<file path="src/core/stfs_pkg.sv">
// package of constants and carrier types for the supply and thermal supervisor
package stfs_pkg;
   // clock rate and timing figures
   localparam int CLK_HZ = 40000000;
   localparam int SC_FILT_MS = 4;
   localparam int AUX_UV_FILT_US = 7;
   localparam int TSD_DWELL_S = 1;
   localparam int SC_FILT_CYC = (CLK_HZ / 1000) * SC_FILT_MS;
   localparam int AUX_UV_FILT_CYC = (CLK_HZ / 1000000) * AUX_UV_FILT_US;
   localparam int TSD_DWELL_CYC = CLK_HZ * TSD_DWELL_S;
   // transceiver failure field codes
   localparam logic [1:0] FAIL_NONE = 2'h0;
   localparam logic [1:0] FAIL_OVERTEMP = 2'h1;
   localparam int LIN_COUNT = 4;
   // operating modes reported by the mode controller
   typedef enum logic [3:0]
   {
      STFS_MODE_NORMAL = 4'h1,
      STFS_MODE_STOP = 4'h2,
      STFS_MODE_SLEEP = 4'h4,
      STFS_MODE_OTHER = 4'h8
   } stfs_mode_t;
   // supervisor state
   typedef enum logic [2:0]
   {
      STFS_RUN = 3'h1,
      STFS_FS_SHORT = 3'h2,
      STFS_FS_THERMAL = 3'h4
   } stfs_state_t;
   // comparator indications
   typedef struct packed
   {
      logic main_below_rt;
      logic supply_above_to;
      logic aux_below_uv;
      logic aux_hot;
      logic can_hot;
      logic [3:0] lin_hot;
      logic buck_prewarn_hot;
      logic buck_shutdown_hot;
   } stfs_comp_t;
   // software clear strobes
   typedef struct packed
   {
      logic main_short;
      logic main_uv;
      logic buck_short;
      logic aux_uv;
      logic block_ot;
      logic aux_ot;
      logic can_fail;
      logic [3:0] lin_fail;
      logic prewarn;
      logic core_tsd;
   } stfs_clr_t;
endpackage

</file>
<file path="src/core/stfs_filter.sv">
// condition filter: output rises once input held for a number of cycles
`timescale 1ns/1ps
`default_nettype none
module stfs_filter
#(
   parameter int CYCLES = 4
)
(
   input wire logic ref_clk,
   input wire logic reset_n,
   input wire logic cond,
   output var logic hit
);
   localparam int CW = $clog2(CYCLES + 1);
   localparam logic [CW-1:0] LAST = CW'(CYCLES - 1);
   logic [CW-1:0] count;
   ////////////////////////////////////////////////////////////////////////////
   // restart on any drop before expiry
   always_ff @(posedge ref_clk or negedge reset_n)
   begin
      if (!reset_n)
      begin
         count <= '0;
         hit <= 1'b0;
      end
      else if (!cond)
      begin
         count <= '0;
         hit <= 1'b0;
      end
      else if (count == LAST)
      begin
         hit <= 1'b1;
      end
      else
      begin
         count <= count + CW'(1);
      end
   end
   a_filter_restart: assert property (@(posedge ref_clk) disable iff (!reset_n)
      !cond |=> !hit) else $error("filter output outlived its condition");
endmodule
`default_nettype wire

</file>
<file path="src/core/stfs_supervisor.sv">
// supply short, aux undervoltage and thermal fault supervisor
// Operation
// - main short after filter: fail-safe, buck off
// - short raises fail-safe outputs and three flags
// - short fail-safe left only on wake
// - switcher status bits never change modes
// - filtered aux undervoltage sets sticky flag
// - no aux undervoltage flag during aux ramp
// - block overtemp switches block off, flag
// - block thermal check only while block on
// - aux overtemp clears enables, sets flag
// - aux thermal only normal or stop+watchdog
// - CAN overtemp: transmitter off, failure 01
// - LIN overtemp: transmitter off, failure 01
// - thermal flags sticky until software clear
// - buck prewarn flag while buck on
// - buck shutdown check only in PWM
// - buck shutdown: fail-safe dwell, wakes, outputs
// - shutdown flag cleared only normal, cool
// - fail-safe dwell one second
`timescale 1ns/1ps
`default_nettype none
module stfs_supervisor
   import stfs_pkg::*;
#(
   parameter int SC_CYC = SC_FILT_CYC,
   parameter int UV_CYC = AUX_UV_FILT_CYC,
   parameter int DWELL_CYC = TSD_DWELL_CYC
)
(
   input wire logic ref_clk,
   input wire logic reset_n,
   input wire stfs_comp_t comp,
   input wire stfs_clr_t clr,
   input wire stfs_mode_t mode,
   input wire logic watchdog_on,
   input wire logic buck_pwm,
   input wire logic aux_ramping,
   input wire logic aux_enable_set,
   input wire logic can_on,
   input wire logic [3:0] lin_on,
   input wire logic wake_can,
   input wire logic [3:0] wake_lin,
   input wire logic wake_input_pin,
   output logic fail_safe,
   output logic buck_enable,
   output logic fail_safe_outputs,
   output logic default_wakes_enable,
   output logic [1:0] aux_output_enable_bits,
   output logic can_tx_enable,
   output logic [3:0] lin_tx_enable,
   output logic main_output_short_flag,
   output logic main_output_undervolt_flag,
   output logic buck_short_flag,
   output logic aux_output_undervolt_flag,
   output logic block_overtemp_flag,
   output logic aux_output_overtemp_flag,
   output logic [1:0] can_failure_field,
   output logic [3:0][1:0] lin_failure_field,
   output logic buck_temp_prewarn_flag,
   output logic core_thermal_shutdown_flag
);
   localparam int DW = $clog2(DWELL_CYC + 1);
   localparam logic [DW-1:0] DWELL_LAST = DW'(DWELL_CYC - 1);
   stfs_comp_t sync1;
   stfs_comp_t cs;
   stfs_state_t state;
   logic [DW-1:0] dwell;
   logic dwell_done;
   logic sc_hit;
   logic uv_hit;
   logic aux_ot_on;
   logic aux_ot_ev;
   logic can_ot_ev;
   logic [3:0] lin_ot_ev;
   logic prewarn_ev;
   logic tsd_ev;
   logic any_wake;
   logic aux_on;
   ////////////////////////////////////////////////////////////////////////////
   // two-stage synchroniser for comparator levels
   always_ff @(posedge ref_clk or negedge reset_n)
   begin
      if (!reset_n)
      begin
         sync1 <= '0;
         cs <= '0;
      end
      else
      begin
         sync1 <= comp;
         cs <= sync1;
      end
   end
   ////////////////////////////////////////////////////////////////////////////
   // filters: main short and aux undervoltage
   stfs_filter #(.CYCLES(SC_CYC)) u_sc_filt
   (
      .ref_clk(ref_clk),
      .reset_n(reset_n),
      .cond(cs.main_below_rt && cs.supply_above_to && buck_enable),
      .hit(sc_hit)
   );
   stfs_filter #(.CYCLES(UV_CYC)) u_uv_filt
   (
      .ref_clk(ref_clk),
      .reset_n(reset_n),
      .cond(cs.aux_below_uv && !aux_ramping && aux_on),
      .hit(uv_hit)
   );
   ////////////////////////////////////////////////////////////////////////////
   // qualified fault events
   assign aux_on = |aux_output_enable_bits;
   assign aux_ot_on = (mode == STFS_MODE_NORMAL) ||
      ((mode == STFS_MODE_STOP) && watchdog_on);
   assign aux_ot_ev = cs.aux_hot && aux_on && aux_ot_on;
   assign can_ot_ev = cs.can_hot && can_on;
   assign lin_ot_ev = cs.lin_hot & lin_on;
   assign prewarn_ev = cs.buck_prewarn_hot && buck_enable;
   assign tsd_ev = cs.buck_shutdown_hot && buck_enable && buck_pwm;
   assign any_wake = wake_can || (|wake_lin) || wake_input_pin;
   assign dwell_done = (dwell == DWELL_LAST);
   ////////////////////////////////////////////////////////////////////////////
   // supervisor state machine
   always_ff @(posedge ref_clk or negedge reset_n)
   begin
      if (!reset_n)
      begin
         state <= STFS_RUN;
      end
      else
      begin
         case (state)
            STFS_RUN:
            begin
               if (tsd_ev)
               begin
                  state <= STFS_FS_THERMAL;
               end
               else if (sc_hit)
               begin
                  state <= STFS_FS_SHORT;
               end
            end
            STFS_FS_SHORT:
            begin
               if (any_wake)
               begin
                  state <= STFS_RUN;
               end
            end
            STFS_FS_THERMAL:
            begin
               if (dwell_done && any_wake)
               begin
                  state <= STFS_RUN;
               end
            end
            default:
            begin
               state <= STFS_RUN;
            end
         endcase
      end
   end
   // dwell timer counts while thermal fail-safe, saturating
   always_ff @(posedge ref_clk or negedge reset_n)
   begin
      if (!reset_n)
      begin
         dwell <= '0;
      end
      else if (state != STFS_FS_THERMAL)
      begin
         dwell <= '0;
      end
      else if (!dwell_done)
      begin
         dwell <= dwell + DW'(1);
      end
   end
   ////////////////////////////////////////////////////////////////////////////
   // fail-safe actions, driven only by the state machine
   always_ff @(posedge ref_clk or negedge reset_n)
   begin
      if (!reset_n)
      begin
         fail_safe <= 1'b0;
         buck_enable <= 1'b1;
         fail_safe_outputs <= 1'b0;
         default_wakes_enable <= 1'b0;
      end
      else
      begin
         fail_safe <= (state != STFS_RUN);
         buck_enable <= (state == STFS_RUN);
         fail_safe_outputs <= (state != STFS_RUN);
         default_wakes_enable <= (state != STFS_RUN);
      end
   end
   ////////////////////////////////////////////////////////////////////////////
   // aux regulator enables: cleared on overtemp, software re-enables
   always_ff @(posedge ref_clk or negedge reset_n)
   begin
      if (!reset_n)
      begin
         aux_output_enable_bits <= 2'h0;
      end
      else if (aux_ot_ev)
      begin
         aux_output_enable_bits <= 2'h0;
      end
      else if (aux_enable_set && !cs.aux_hot)
      begin
         aux_output_enable_bits <= 2'h3;
      end
   end
   // transmitters follow their own block temperature
   always_ff @(posedge ref_clk or negedge reset_n)
   begin
      if (!reset_n)
      begin
         can_tx_enable <= 1'b1;
         lin_tx_enable <= '1;
      end
      else
      begin
         can_tx_enable <= !can_ot_ev;
         lin_tx_enable <= ~lin_ot_ev;
      end
   end
   ////////////////////////////////////////////////////////////////////////////
   // short-circuit flags; set wins over clear
   always_ff @(posedge ref_clk or negedge reset_n)
   begin
      if (!reset_n)
      begin
         main_output_short_flag <= 1'b0;
         main_output_undervolt_flag <= 1'b0;
         buck_short_flag <= 1'b0;
      end
      else if (state == STFS_RUN && sc_hit && !tsd_ev)
      begin
         main_output_short_flag <= 1'b1;
         main_output_undervolt_flag <= 1'b1;
         buck_short_flag <= 1'b1;
      end
      else
      begin
         if (clr.main_short) main_output_short_flag <= 1'b0;
         if (clr.main_uv) main_output_undervolt_flag <= 1'b0;
         if (clr.buck_short) buck_short_flag <= 1'b0;
      end
   end
   // aux undervoltage flag: only software clears it
   always_ff @(posedge ref_clk or negedge reset_n)
   begin
      if (!reset_n)
      begin
         aux_output_undervolt_flag <= 1'b0;
      end
      else if (uv_hit)
      begin
         aux_output_undervolt_flag <= 1'b1;
      end
      else if (clr.aux_uv)
      begin
         aux_output_undervolt_flag <= 1'b0;
      end
   end
   ////////////////////////////////////////////////////////////////////////////
   // thermal flags: sticky, cleared only once cool
   always_ff @(posedge ref_clk or negedge reset_n)
   begin
      if (!reset_n)
      begin
         block_overtemp_flag <= 1'b0;
         aux_output_overtemp_flag <= 1'b0;
         can_failure_field <= FAIL_NONE;
         buck_temp_prewarn_flag <= 1'b0;
         core_thermal_shutdown_flag <= 1'b0;
      end
      else
      begin
         if (aux_ot_ev || can_ot_ev || (|lin_ot_ev))
            block_overtemp_flag <= 1'b1;
         else if (clr.block_ot && !(cs.aux_hot || cs.can_hot || |cs.lin_hot))
            block_overtemp_flag <= 1'b0;
         if (aux_ot_ev)
            aux_output_overtemp_flag <= 1'b1;
         else if (clr.aux_ot && !cs.aux_hot)
            aux_output_overtemp_flag <= 1'b0;
         if (can_ot_ev)
            can_failure_field <= FAIL_OVERTEMP;
         else if (clr.can_fail && !cs.can_hot)
            can_failure_field <= FAIL_NONE;
         if (prewarn_ev)
            buck_temp_prewarn_flag <= 1'b1;
         else if (clr.prewarn && !cs.buck_prewarn_hot)
            buck_temp_prewarn_flag <= 1'b0;
         if (tsd_ev)
            core_thermal_shutdown_flag <= 1'b1;
         else if (clr.core_tsd && !cs.buck_shutdown_hot &&
            mode == STFS_MODE_NORMAL)
            core_thermal_shutdown_flag <= 1'b0;
      end
   end
   // per-LIN failure fields
   for (genvar i = 0; i < LIN_COUNT; i++)
   begin : g_lin
      always_ff @(posedge ref_clk or negedge reset_n)
      begin
         if (!reset_n)
            lin_failure_field[i] <= FAIL_NONE;
         else if (lin_ot_ev[i])
            lin_failure_field[i] <= FAIL_OVERTEMP;
         else if (clr.lin_fail[i] && !cs.lin_hot[i])
            lin_failure_field[i] <= FAIL_NONE;
      end
   end
   ////////////////////////////////////////////////////////////////////////////
   // checks
   a_short_enters_fs: assert property (@(posedge ref_clk) disable iff (!reset_n)
      (state == STFS_RUN && sc_hit && !tsd_ev) |=> ##1 (fail_safe &&
      !buck_enable && fail_safe_outputs)) else $error("short not acted on");
   a_short_sets_flags: assert property (@(posedge ref_clk) disable iff (!reset_n)
      (state == STFS_RUN && sc_hit && !tsd_ev) |=> (main_output_short_flag &&
      main_output_undervolt_flag && buck_short_flag))
      else $error("short flags missing");
   a_short_needs_wake: assert property (@(posedge ref_clk) disable iff (!reset_n)
      (state == STFS_FS_SHORT && !any_wake) |=> state == STFS_FS_SHORT)
      else $error("left short fail-safe without wake");
   a_uv_flag_sticky: assert property (@(posedge ref_clk) disable iff (!reset_n)
      (aux_output_undervolt_flag && !clr.aux_uv) |=> aux_output_undervolt_flag)
      else $error("aux uv flag lost");
   a_aux_ot_off: assert property (@(posedge ref_clk) disable iff (!reset_n)
      aux_ot_ev |=> (aux_output_enable_bits == 2'h0 && aux_output_overtemp_flag))
      else $error("aux overtemp not handled");
   a_can_tx_off: assert property (@(posedge ref_clk) disable iff (!reset_n)
      can_ot_ev |=> (!can_tx_enable && can_failure_field == FAIL_OVERTEMP))
      else $error("can overtemp not handled");
   a_lin_tx_off: assert property (@(posedge ref_clk) disable iff (!reset_n)
      lin_ot_ev[0] |=> (!lin_tx_enable[0] && lin_failure_field[0] == FAIL_OVERTEMP))
      else $error("lin overtemp not handled");
   a_tsd_pfm_off: assert property (@(posedge ref_clk) disable iff (!reset_n)
      (state == STFS_RUN && !buck_pwm && !sc_hit) |=> state == STFS_RUN)
      else $error("thermal shutdown in pfm");
   a_tsd_dwell: assert property (@(posedge ref_clk) disable iff (!reset_n)
      (state == STFS_FS_THERMAL && !dwell_done) |=> state == STFS_FS_THERMAL)
      else $error("thermal fail-safe left early");
   a_tsd_flag_hold: assert property (@(posedge ref_clk) disable iff (!reset_n)
      (core_thermal_shutdown_flag && mode != STFS_MODE_NORMAL)
      |=> core_thermal_shutdown_flag) else $error("tsd flag cleared");
   c_short: cover property (@(posedge ref_clk) state == STFS_FS_SHORT);
   c_thermal: cover property (@(posedge ref_clk) state == STFS_FS_THERMAL);
   c_uv: cover property (@(posedge ref_clk) uv_hit);
endmodule
`default_nettype wire

</file>
<file path="config.mk">
export PLATFORM = sky130hd
export DESIGN_NAME = stfs_supervisor
export DESIGN_NICKNAME = d
export VERILOG_FILES = /design/src/core/stfs_pkg.sv /design/src/core/stfs_filter.sv /design/src/core/stfs_supervisor.sv
export SDC_FILE = /design/constraint.sdc
export NUM_CORES = 1
export LEC_CHECK = 0
export ABC_AREA = 1
export ABC_CLOCK_PERIOD_IN_PS = 1700
export BUFFER_PORTS_ARGS = -buffer_cell sky130_fd_sc_hd__buf_4
export CAP_MARGIN = 20
export CORE_MARGIN = 3
export CORE_UTILIZATION = 49
export CTS_BUF_LIST = sky130_fd_sc_hd__clkbuf_4 sky130_fd_sc_hd__clkbuf_8 sky130_fd_sc_hd__clkbuf_16
export CTS_CLUSTER_DIAMETER = 100
export DETAILED_ROUTE_END_ITERATION = 10
export PLACE_DENSITY_LB_ADDON = 0.2
export SKIP_LAST_GASP = 1
export SYNTH_ARGS = -nofsm -noshare
export SYNTH_HDL_FRONTEND = slang
export SYNTH_SLANG_ARGS = --single-unit
</file>
<file path="constraint.sdc">
create_clock -name ref_clk -period 1.7 [get_ports ref_clk]
set_input_delay 0.34 -clock ref_clk [delete_from_list [all_inputs] [get_ports ref_clk]]
set_output_delay 0.34 -clock ref_clk [all_outputs]
set_load 0.01 [all_outputs]
</file>
==> metrics.txt <==
clk slew on worst S/H paths 0.11 ns; I/O Buffers 68; Worst Path Required 1.98 ns; initial core utilization 51.6%; initial antenna violation count 0; Finished Cell Area 5720 sq um; Clock Latency Late Sink 0.38 ns; final WL 9.90 mm; crit path capture type register; layout cells sized above 1 21.3%; # IOs 74; crit path cell chain ha_1, nand3_1, inv_2, nand2_4, nor2_4, nand3_2, nor2b_1; fin crit period 1.54 ns; gp weighted congestion 0.876; largest net degree at the start of global routing 102; ant diodes 0; R2R Path Start dwell[1]; worst-margin pin slew 0.526 ns; R2R depth 7; drt drc 0; CTS sink cnt 101; vias per cell 4.88; async set-reset flop share out of synthesis 100%; max_cap viols 0; final net count 709; CP Max Fanout 7; sequential element share of the synthesized area 52.2%; Lkg Pwr 2.73 nW; Mapped Area 4850 sq um; critical path arrival 1.82 ns; VDD IR max 679 uV; Clock Skew 0.0162 ns; fin. max-slew vios 0; die area 11100 sq um; Area Overhead vs Synth 17.9%; top_reg_cell synth dfrtp_1; most numerous cell in the Yosys netlist nand2_1; CP Class register to register; global-route wire length before repair 17.3 mm; synthesis-stage register bit count 101; Std-Cell Rows 35; Synth cell types 41; Clock Tree Root clkbuf_8; DRT antenna net count 0; type of origin of the critical path register; CTS Buf Count 9; Setup crit start dwell[1]; WL per Instance 12.5 um; CTS tree yes; worst reg2reg setup slack 0.16 ns; GR Overflow Total 0; cell taking the most area after synthesis dfrtp_1; via count 3881; Tcrit/Tclk final 90.7%; crit-path max cell delay 0.40 ns; H-tree lvl count 3; Area contributors post-synth dfrtp_1, nand2_1, nor2_1; CP endpoint dwell[9]; dpl hpwl 7.47 mm; post-placement cell area 5520 sq um; outcome completed; core area 9420 sq um; f_max 649 MHz; DRT iter0 DRCs 116; endpoints failing setup 0; Cell Pwr Density 836 nW/um^2; critical path's slowest cell dfrtp_1; most frequent cells after synthesis nand2_1, dfrtp_1, nor2_1; Die Wd 106 um; syn avg cell area 8.31 sq um; Die Ht 106 um; Rel. slew slack 64.9%; Tightest Hold Check Type input port to async pin; total power 4.78 mW; CTS Buffer Depth 2; yosys warns 0; number of global-route vias before repair 3927; final hold violations 0; Total GRT Usage 19.1%; EDFF count, synth 0; post-synth top area share 48.5%; first drt pass iteration count 4; worst reg2reg endpoint dwell[9]; Cells after Synth 584
## routing by layer
layer	GRT usage, %	up-vias	routed length, um	share of wire, %
met2	33.4	57	5050	51
li1	-	1989	-	-
met1	23.1	1821	4370	44
met4	4.63	0	153	1.5
met5	0	-	0	0
met3	5.82	14	328	3.3
## power breakdown
| part | total, mW | internal [mW] | switching, mW |
|---|---|---|---|
| registers | 2.63 | 2.54 | 0.0892 |
| clock network | 1.50 | 0.580 | 0.923 |
| logic | 0.649 | 0.284 | 0.365 |
| total | 4.78 | 3.41 | 1.38 |
## stage by stage
| step | setup WS (ns) | util (%) | hold WS [ns] | setup TNS (ns) | cells |
|---|---|---|---|---|---|
| 6_report | 0.159 | 60.8 | 0.00231 | 0 | 795 |
| 5_1_grt | -0.0131 | 60.8 | 0.0183 | -0.0131 | 795 |
| 4_1_cts | 0.167 | 60.7 | 0.0218 | 0 | 795 |
| 3_5_place_dp | 0.173 | 58.6 | 0.335 | 0 | 779 |
| 3_3_place_gp | 0.245 | 58.6 | 0.332 | 0 | 779 |
| 2_1_floorplan | 0.273 | - | 0.0444 | 0 | 588 |
## critical path: cells and delay by family (launching register included)
kind                     cells  cell delay [ns]
AND/OR/NAND/NOR              5             0.65
flip-flops                   1             0.40
buffers and inverters        1             0.11
adder cells (fa/ha/maj)      1             0.27
## area by class of cell
class,count,area [sq um]
fillers,838,3690
multi-input cells,397,1960
well taps,129,161
clock buffers,9,124
flip-flops and latches,101,2540
repair buffers,74,568
clock inverters,7,77.6
inverters,78,293
## kinds of logic (layout without fill, tap and decap cells)
logic type | after synthesis | in the layout | synth area share (%)
AND/OR/NAND/NOR | 320 | 320 | 30.9
adder cells (fa/ha/maj) | 3 | 3 | 0.773
AO/OA/AOI/OAI | 62 | 62 | 7.01
other | 1 | 5 | 0.0772
buffers and inverters | 90 | 168 | 7.76
flip-flops | 101 | 101 | 52.2
XOR/XNOR | 7 | 7 | 1.26
## cells in the final DEF, fill, tap and decap left out, drive strengths merged
master    count
nand2       142
dfrtp        94
nor2         90
inv          81
buf          74
nand3        50
o21ai        26
a21oi        22
nor3         12
clkbuf        9
nand4         8
dfstp         7
xor2          6
or2           6
o22ai         5
conb          5
a31oi         4
nor3b         4
nand3b        3
ha            3
clkinv        3
nor4          2
o21bai        2
a21bo         1
a21boi        1
xnor2         1
and3          1
o31ai         1
and2          1
nor2b         1
clkinvlp      1
## state kept, by name (all words and copies together), names as in the netlist, 3 cells and up
| signal | count |
|---|---|
| lin_failure_field | 4 |
| sync1 | 11 |
| dwell | 26 |
| cs | 11 |
| u_uv_filt.count | 9 |
| state | 3 |
| u_sc_filt.count | 18 |
| lin_tx_enable | 4 |
## timing repair
item	CTS	global route
endpoints found under the setup margin	0	1
hold buffers	0	0
setup buffers	0	0
resized for setup	0	1
## worst min-delay path by stage
stage / from / endpoint
after floorplan: reset_n / aux_output_enable_bits[0]
after global placement: sync1[4] / cs[4]
after detailed placement: sync1[0] / cs[0]
after CTS: reset_n / dwell[7]
after global routing: comp[3] / sync1[3]
final: reset_n / u_uv_filt.count[8]
Note: power is estimated with default switching activity, not from simulation.
